<file path="config.mk">
export PLATFORM = sky130hd
export DESIGN_NAME = acip_target
export DESIGN_NICKNAME = d
export VERILOG_FILES = /design/src/acip_pkg.sv /design/src/acip_target.sv
export SDC_FILE = /design/constraint.sdc
export NUM_CORES = 1
export LEC_CHECK = 0
export BUFFER_PORTS_ARGS = -buffer_cell sky130_fd_sc_hd__buf_4
export CORE_ASPECT_RATIO = 0.75
export CORE_MARGIN = 3
export CORE_UTILIZATION = 44
export DETAILED_ROUTE_END_ITERATION = 6
export PLACE_DENSITY = 0.6
export SETUP_SLACK_MARGIN = 0.05
export SYNTH_ARGS = -nofsm -noshare
export SYNTH_HDL_FRONTEND = slang
export SYNTH_SLANG_ARGS = --single-unit
</file>
<file path="constraint.sdc">
create_clock -name ref_clk -period 3.1 [get_ports ref_clk]
set_input_delay 0.465 -clock ref_clk [delete_from_list [all_inputs] [get_ports ref_clk]]
set_output_delay 0.465 -clock ref_clk [all_outputs]
set_load 0.05 [all_outputs]
</file>
<file path="src/acip_pkg.sv">
package acip_pkg;

  // Bus address and byte framing
  localparam logic [6:0] ACIP_TARGET_BUS_ADDRESS = 7'h0f;
  localparam logic [3:0] ACIP_BYTE_BITS = 4'h8;
  localparam logic [3:0] ACIP_LAST_TX_BIT = 4'h7;
  localparam logic [3:0] ACIP_CNT_ZERO = 4'h0;
  localparam logic [3:0] ACIP_CNT_ONE = 4'h1;
  localparam logic [7:0] ACIP_PTR_STEP = 8'h01;
  localparam logic [7:0] ACIP_PTR_RESET = 8'h00;
  localparam logic [7:0] ACIP_BYTE_RESET = 8'h00;

  // Writable register address spans
  localparam logic [7:0] ACIP_FIRST_CONTROL_REGISTER = 8'h1b;
  localparam logic [7:0] ACIP_CONTROL_SPAN_LAST = 8'h21;
  localparam logic [7:0] ACIP_TIMER_SPAN_FIRST = 8'h28;
  localparam logic [7:0] ACIP_TIMER_SPAN_LAST = 8'h29;
  localparam logic [7:0] ACIP_TAP_SPAN_FIRST = 8'h2b;
  localparam logic [7:0] ACIP_TAP_SPAN_LAST = 8'h33;
  localparam logic [7:0] ACIP_BUF_FLUSH_REG = 8'h36;
  localparam logic [7:0] ACIP_SELF_CHECK_REG = 8'h3a;
  localparam logic [7:0] ACIP_WAKE_LEVEL_REG = 8'h5a;
  localparam logic [7:0] ACIP_TILT_LIMIT_REG = 8'h5c;
  localparam logic [7:0] ACIP_HYST_REG = 8'h5f;

  // Write buffer
  localparam int ACIP_BUF_DEPTH = 2;
  localparam logic [1:0] ACIP_BUF_FULL = 2'h2;
  localparam logic [1:0] ACIP_BUF_EMPTY = 2'h0;
  localparam logic [1:0] ACIP_BUF_ONE = 2'h1;

  typedef struct packed {
    logic [7:0] addr;
    logic [7:0] data;
  } acip_wr_t;

  typedef enum logic [2:0] {
    ACIP_IDLE = 3'b000,
    ACIP_RX = 3'b001,
    ACIP_ACK = 3'b010,
    ACIP_FETCH = 3'b011,
    ACIP_TX = 3'b100,
    ACIP_MACK = 3'b101
  } acip_state_t;

  typedef enum logic [1:0] {
    ACIP_ROLE_ADDR = 2'b00,
    ACIP_ROLE_PTR = 2'b01,
    ACIP_ROLE_DATA = 2'b10
  } acip_role_t;

  function automatic logic acip_writable(input logic [7:0] a);
    acip_writable = (a >= ACIP_FIRST_CONTROL_REGISTER && a <= ACIP_CONTROL_SPAN_LAST)
      || (a >= ACIP_TIMER_SPAN_FIRST && a <= ACIP_TIMER_SPAN_LAST)
      || (a >= ACIP_TAP_SPAN_FIRST && a <= ACIP_TAP_SPAN_LAST)
      || a == ACIP_BUF_FLUSH_REG || a == ACIP_SELF_CHECK_REG
      || a == ACIP_WAKE_LEVEL_REG || a == ACIP_TILT_LIMIT_REG || a == ACIP_HYST_REG;
  endfunction

endpackage

</file>
<file path="src/acip_target.sv">
`timescale 1ns/1ps
module acip_target
  import acip_pkg::*;
(
  // Clock and reset
  input wire logic ref_clk,
  input wire logic rst_b,
  // Serial clock pin
  input wire logic scl_i,
  output logic scl_o,
  output logic scl_oe_b,
  // Serial data pin
  input wire logic sda_i,
  output logic sda_o,
  output logic sda_oe_b,
  // Register write stream
  output logic wr_valid,
  input wire logic wr_ready,
  output acip_wr_t wr_word,
  // Register read request
  output logic rd_req,
  output logic [7:0] rd_addr,
  input wire logic rd_valid,
  input wire logic [7:0] rd_data,
  // Status
  output logic bus_busy
);

  logic [1:0] scl_sync_q;
  logic [1:0] sda_sync_q;
  logic scl_prev_q;
  logic sda_prev_q;
  logic scl_s;
  logic sda_s;
  logic scl_rise;
  logic scl_fall;
  logic start_seen;
  logic stop_seen;

  acip_state_t state_q;
  acip_role_t role_q;
  logic [3:0] cnt_q;
  logic [7:0] shift_q;
  logic [7:0] register_pointer_q;
  logic read_q;
  logic hold_q;
  logic mack_q;
  logic busy_q;
  logic sda_oe_b_q;
  logic scl_oe_b_q;
  logic tx_load_q;

  acip_wr_t buf_q [ACIP_BUF_DEPTH];
  logic wp_q;
  logic rp_q;
  logic [1:0] fill_q;
  logic buf_full;
  logic push;
  logic pop;

  // Pin synchronisers
  always_ff @(posedge ref_clk)
  begin
    if (!rst_b)
    begin
      scl_sync_q <= 2'h3;
      sda_sync_q <= 2'h3;
      scl_prev_q <= 1'b1;
      sda_prev_q <= 1'b1;
    end
    else
    begin
      scl_sync_q <= {scl_sync_q[0], scl_i};
      sda_sync_q <= {sda_sync_q[0], sda_i};
      scl_prev_q <= scl_sync_q[1];
      sda_prev_q <= sda_sync_q[1];
    end
  end

  assign scl_s = scl_sync_q[1];
  assign sda_s = sda_sync_q[1];
  assign scl_rise = scl_s && !scl_prev_q;
  assign scl_fall = !scl_s && scl_prev_q;
  assign start_seen = scl_s && scl_prev_q && sda_prev_q && !sda_s;
  assign stop_seen = scl_s && scl_prev_q && !sda_prev_q && sda_s;

  // Bus busy tracking
  always_ff @(posedge ref_clk)
  begin
    if (!rst_b)
    begin
      busy_q <= 1'b0;
    end
    else if (start_seen)
    begin
      busy_q <= 1'b1;
    end
    else if (stop_seen || (scl_s && sda_s && state_q == ACIP_IDLE))
    begin
      busy_q <= 1'b0;
    end
  end

  // Protocol engine
  always_ff @(posedge ref_clk)
  begin
    if (!rst_b)
    begin
      state_q <= ACIP_IDLE;
      role_q <= ACIP_ROLE_ADDR;
      cnt_q <= ACIP_CNT_ZERO;
      shift_q <= ACIP_BYTE_RESET;
      register_pointer_q <= ACIP_PTR_RESET;
      read_q <= 1'b0;
      hold_q <= 1'b0;
      mack_q <= 1'b0;
    end
    else if (start_seen)
    begin
      // Start or repeated start; pointer is kept
      state_q <= ACIP_RX;
      role_q <= ACIP_ROLE_ADDR;
      cnt_q <= ACIP_CNT_ZERO;
      hold_q <= 1'b0;
    end
    else if (stop_seen)
    begin
      state_q <= ACIP_IDLE;
      hold_q <= 1'b0;
    end
    else
    begin
      unique case (state_q)
        ACIP_IDLE:
        begin
          cnt_q <= ACIP_CNT_ZERO;
        end
        ACIP_RX:
        begin
          if (scl_rise)
          begin
            shift_q <= {shift_q[6:0], sda_s};
            cnt_q <= cnt_q + ACIP_CNT_ONE;
          end
          else if (scl_fall && cnt_q == ACIP_BYTE_BITS)
          begin
            unique case (role_q)
              ACIP_ROLE_ADDR:
              begin
                if (shift_q[7:1] == ACIP_TARGET_BUS_ADDRESS)
                begin
                  read_q <= shift_q[0];
                  state_q <= ACIP_ACK;
                end
                else
                begin
                  state_q <= ACIP_IDLE;
                end
              end
              ACIP_ROLE_PTR:
              begin
                register_pointer_q <= shift_q;
                state_q <= ACIP_ACK;
              end
              default:
              begin
                hold_q <= acip_writable(register_pointer_q);
                state_q <= ACIP_ACK;
              end
            endcase
          end
        end
        ACIP_ACK:
        begin
          if (hold_q)
          begin
            if (push)
            begin
              hold_q <= 1'b0;
            end
          end
          else if (scl_fall)
          begin
            cnt_q <= ACIP_CNT_ZERO;
            unique case (role_q)
              ACIP_ROLE_ADDR:
              begin
                role_q <= ACIP_ROLE_PTR;
              end
              ACIP_ROLE_PTR:
              begin
                role_q <= ACIP_ROLE_DATA;
              end
              default:
              begin
                register_pointer_q <= register_pointer_q + ACIP_PTR_STEP;
              end
            endcase
            state_q <= read_q ? ACIP_FETCH : ACIP_RX;
          end
        end
        ACIP_FETCH:
        begin
          if (rd_valid)
          begin
            shift_q <= rd_data;
            register_pointer_q <= register_pointer_q + ACIP_PTR_STEP;
            cnt_q <= ACIP_CNT_ZERO;
            state_q <= ACIP_TX;
          end
        end
        ACIP_TX:
        begin
          if (scl_fall)
          begin
            if (cnt_q == ACIP_LAST_TX_BIT)
            begin
              state_q <= ACIP_MACK;
            end
            else
            begin
              shift_q <= {shift_q[6:0], 1'b0};
              cnt_q <= cnt_q + ACIP_CNT_ONE;
            end
          end
        end
        ACIP_MACK:
        begin
          if (scl_rise)
          begin
            mack_q <= !sda_s;
          end
          else if (scl_fall)
          begin
            state_q <= mack_q ? ACIP_FETCH : ACIP_IDLE;
          end
        end
        default:
        begin
          state_q <= ACIP_IDLE;
        end
      endcase
    end
  end

  // Pin drive, only ever pulling low
  always_ff @(posedge ref_clk)
  begin
    if (!rst_b)
    begin
      sda_oe_b_q <= 1'b1;
      scl_oe_b_q <= 1'b1;
      tx_load_q <= 1'b0;
    end
    else
    begin
      sda_oe_b_q <= !(state_q == ACIP_ACK || (state_q == ACIP_TX && !shift_q[7]));
      // First bit settles before SCL is let go
      tx_load_q <= (state_q == ACIP_FETCH);
      scl_oe_b_q <= !((state_q == ACIP_ACK && hold_q) || state_q == ACIP_FETCH
        || tx_load_q);
    end
  end

  assign sda_o = 1'b0;
  assign scl_o = 1'b0;
  assign sda_oe_b = sda_oe_b_q;
  assign scl_oe_b = scl_oe_b_q;
  assign bus_busy = busy_q;

  // Read request
  assign rd_req = (state_q == ACIP_FETCH);
  assign rd_addr = register_pointer_q;

  // Two-entry write buffer
  assign buf_full = (fill_q == ACIP_BUF_FULL);
  assign push = (state_q == ACIP_ACK) && hold_q && !buf_full;
  assign wr_valid = (fill_q != ACIP_BUF_EMPTY);
  assign pop = wr_valid && wr_ready;
  assign wr_word = buf_q[rp_q];

  always_ff @(posedge ref_clk)
  begin
    if (!rst_b)
    begin
      wp_q <= 1'b0;
      rp_q <= 1'b0;
      fill_q <= ACIP_BUF_EMPTY;
      buf_q[0] <= '0;
      buf_q[1] <= '0;
    end
    else
    begin
      if (push)
      begin
        buf_q[wp_q] <= '{addr: register_pointer_q, data: shift_q};
        wp_q <= !wp_q;
      end
      if (pop)
      begin
        rp_q <= !rp_q;
      end
      if (push && !pop)
      begin
        fill_q <= fill_q + ACIP_BUF_ONE;
      end
      else if (pop && !push)
      begin
        fill_q <= fill_q - ACIP_BUF_ONE;
      end
    end
  end

endmodule

</file>
==> metrics <==
WHS Path Cells=2; All-Layer GR Usage=between 20% and 30%; gpl congestion=about 0.83; placed insts=~530; Post-synth top flop=dfxtp_1; CTS max path bufs=2; post-synthesis cell type count=64; leakage=1.746 nW; number of H-tree levels=3; YS warnings=0; Via density=5.664; Critical Path RT=2.63 ns; Cell Area, Placed=approximately 4300 um^2; Iteration-0 DRC Markers=around 280; hold buffers post-CTS=0; share of the synthesized area in the top cell type=24.81%; final hold violation count=0; Post-synth EDFFs=32; RSZ-0062 raised after global routing=no; Residual DRC=0; DR vias=3098; CTS root buf=clkbuf_16; Slew headroom=between 40 and 50%; number of detailed-routing iterations run before antenna repair=5; die area=9978 um^2; Slew @ Worst Pin=roughly 0.88 ns; Final Setup Violations=0; HP Class=input pin to flop; CTS Buf Count=9; layout cell share with drive strength beyond 1=between 20% and 30%; Pins Over Slew Limit=0; Cell Area, Synth=3874 um^2; ANT cells=0; Total Power=between 0.002 and 0.0025 W; setup TNS=0 ns; # port buffers=42; CTS clk-pin slew, worst paths=0.06 ns; max_cap viols=0; #FFs+latches synth=75; Post-Layout Cell Count=around 550; global route overflow=0; die width=around 110 um; slowest CP cell=dfxtp_1; Starting Density=a little under half; Skew-Pair Late Insertion Delay=about 0.34 ns; sink count of the clock tree=75; post_cts resized=0; Setup Fix Bufs, Post-CTS=0; arrival time at the worst endpoint=between 1.5 and 2 ns; Worst R2R Setup Slack=approximately 0.8 ns; worst r2r path cells=5; Bufs and invs on worst path=2; PD cells=a little under 500 nW/um^2; row count=28; top post-synthesis cells by area=edfxtp_1, dfxtp_1, and2_1; Core Footprint=just over 8000 um^2; first-pass GRT wire length=roughly 15000 um; Hold Path Origin=sda_i; Post-Syn Area per Cell=9.636 um^2; die span in y=around 87 um; HPWL Detailed=6530 um; Area growth, synth to finish=17.15%; IO Count=45; Layout Nets=~460; Commonest cells post-synth=dfxtp_1, nor2_1, edfxtp_1; Post-Route WL=~9300 um; worst flop-to-flop path startpoint=state_q[1]; cell class contributing the biggest share of worst-path delay=flip-flops; VDD IR max=0.0003081 V; Crit. path cell count=3; CP startpoint kind=flop; outcome=finished, final reports clean; vias in the first global route=~2.9k; Critical Path, Cell by Cell=nand3_1 -> inv_1 -> buf_4; worst r2r dst=fill_q[1]; Clock Skew=~0.0071 ns; initial antenna violation count=0; sequential-to-total area share from yosys stat=about 47%; largest area contributor in the netlist=edfxtp_1; worst-path fanout max=20; most common cell in the netlist=dfxtp_1; WS Path Type=flop to output pin; Worst Hold End=sda_sync_q[0]; average routed wire per standard cell=16.95 um; Synth Instances=402; design area=roughly 4500 um^2; Setup crit end kind=output pin; post-route antenna net violation count=0; crit-path max cell delay=just over 0.7 ns; largest net degree at the start of global routing=26; CTS tree=done; highest achievable clock rate=just over 400 MHz; fraction of registers with async set/reset=0%; fin crit period=2.449 ns; fraction of the cycle the final worst path needs=78.99%
==> worst reg2reg max path, cell delays in order, from the launching register on <==
cell and delay, ns:
dfxtp_1 0.65, nor3b_2 0.42, and3_1 0.33, ha_1 0.30, or3_1 0.39, a21oi_1 0.14
==> sequential cells by signal, indices dropped and copies added, names as in the netlist, 2 cells and up, named ones only <==
signal / flops
fill_q: 2
role_q: 2
scl_sync_q: 2
buf_q: 32
shift_q: 8
sda_sync_q: 2
rd_addr: 8
state_q: 3
cnt_q: 4
==> cells in the final DEF, fill, tap and decap left out, types with 6 or more instances in the layout <==
cell / synthesis / final
mux2_2: 17 / 17
o311ai_0: 6 / 6
inv_1: 15 / 15
o31ai_1: 6 / 6
nand2_1: 28 / 28
and2_1: 31 / 31
a21oi_1: 16 / 16
buf_4: 2 / 52
dfxtp_1: 43 / 43
ha_1: 8 / 8
and3_1: 6 / 6
nor2_1: 40 / 40
a311oi_1: 8 / 8
nand2b_1: 14 / 14
nand3_1: 10 / 10
edfxtp_1: 32 / 32
o21ai_0: 14 / 13
nor3_1: 7 / 7
clkbuf_16: 0 / 9
==> final cells by class <==
type	count	area (um^2)
Inverter	16	60.06
Fill cell	741	3695
Timing Repair Buffer	52	390.4
Sequential cell	75	1822
Tap cell	105	131.4
Clock inverter	6	48.80
Clock buffer	10	229.0
Multi-Input combinational cell	283	1857
==> where the power goes <==
group | internal, W | switching, W
combinational | 0.0000610 | 0.000106
sequential | 0.00105 | 0.0000191
clock | 0.000549 | 0.000423
==> metrics by stage <==
stage,util [%],hold WS [ns],setup WS (ns)
5_1_grt,55.12,0.3134,0.4629
6_report,55.12,0.3150,0.6514
3_3_place_gp,51.75,0.4324,0.8890
2_1_floorplan,-,0.3863,0.4177
3_5_place_dp,51.75,0.3999,0.8435
4_1_cts,55.12,0.3075,0.6431
==> kinds of logic after synthesis <==
family | Yosys count | share of synthesized area, %
muxes | 20 | 5.717
buffers and inverters | 45 | 5.135
adders and majority gates | 9 | 2.842
AOI/OAI and AO/OA | 81 | 14.96
xor gates and xnor gates | 6 | 1.357
and+or+nand+nor | 165 | 22.87
other | 1 | 0.09681
DFF | 75 | 47.03
==> how the worst max path moves through the flow <==
stage               start          end  slack, ns
2_1_floorplan  state_q[1]  buf_q[0][0]       0.42
3_3_place_gp   state_q[1]    fill_q[1]       0.89
3_5_place_dp   state_q[1]    fill_q[1]       0.84
4_1_cts        state_q[0]       rd_req       0.64
5_1_grt        state_q[0]       rd_req       0.46
6_report       state_q[0]       rd_req       0.65
==> routing by layer <==
| layer | part of all wire (%) | global-route usage (%) | vias up |
|---|---|---|---|
| li1 | - | - | 1515 |
| met1 | 50 | 29.42 | 1460 |
| met2 | 41 | 27.95 | 107 |
| met3 | 7.0 | 6.667 | 16 |
| met4 | 1.4 | 6.041 | 0 |
| met5 | 0 | 0 | - |
Note: power is estimated with default switching activity, not from simulation.
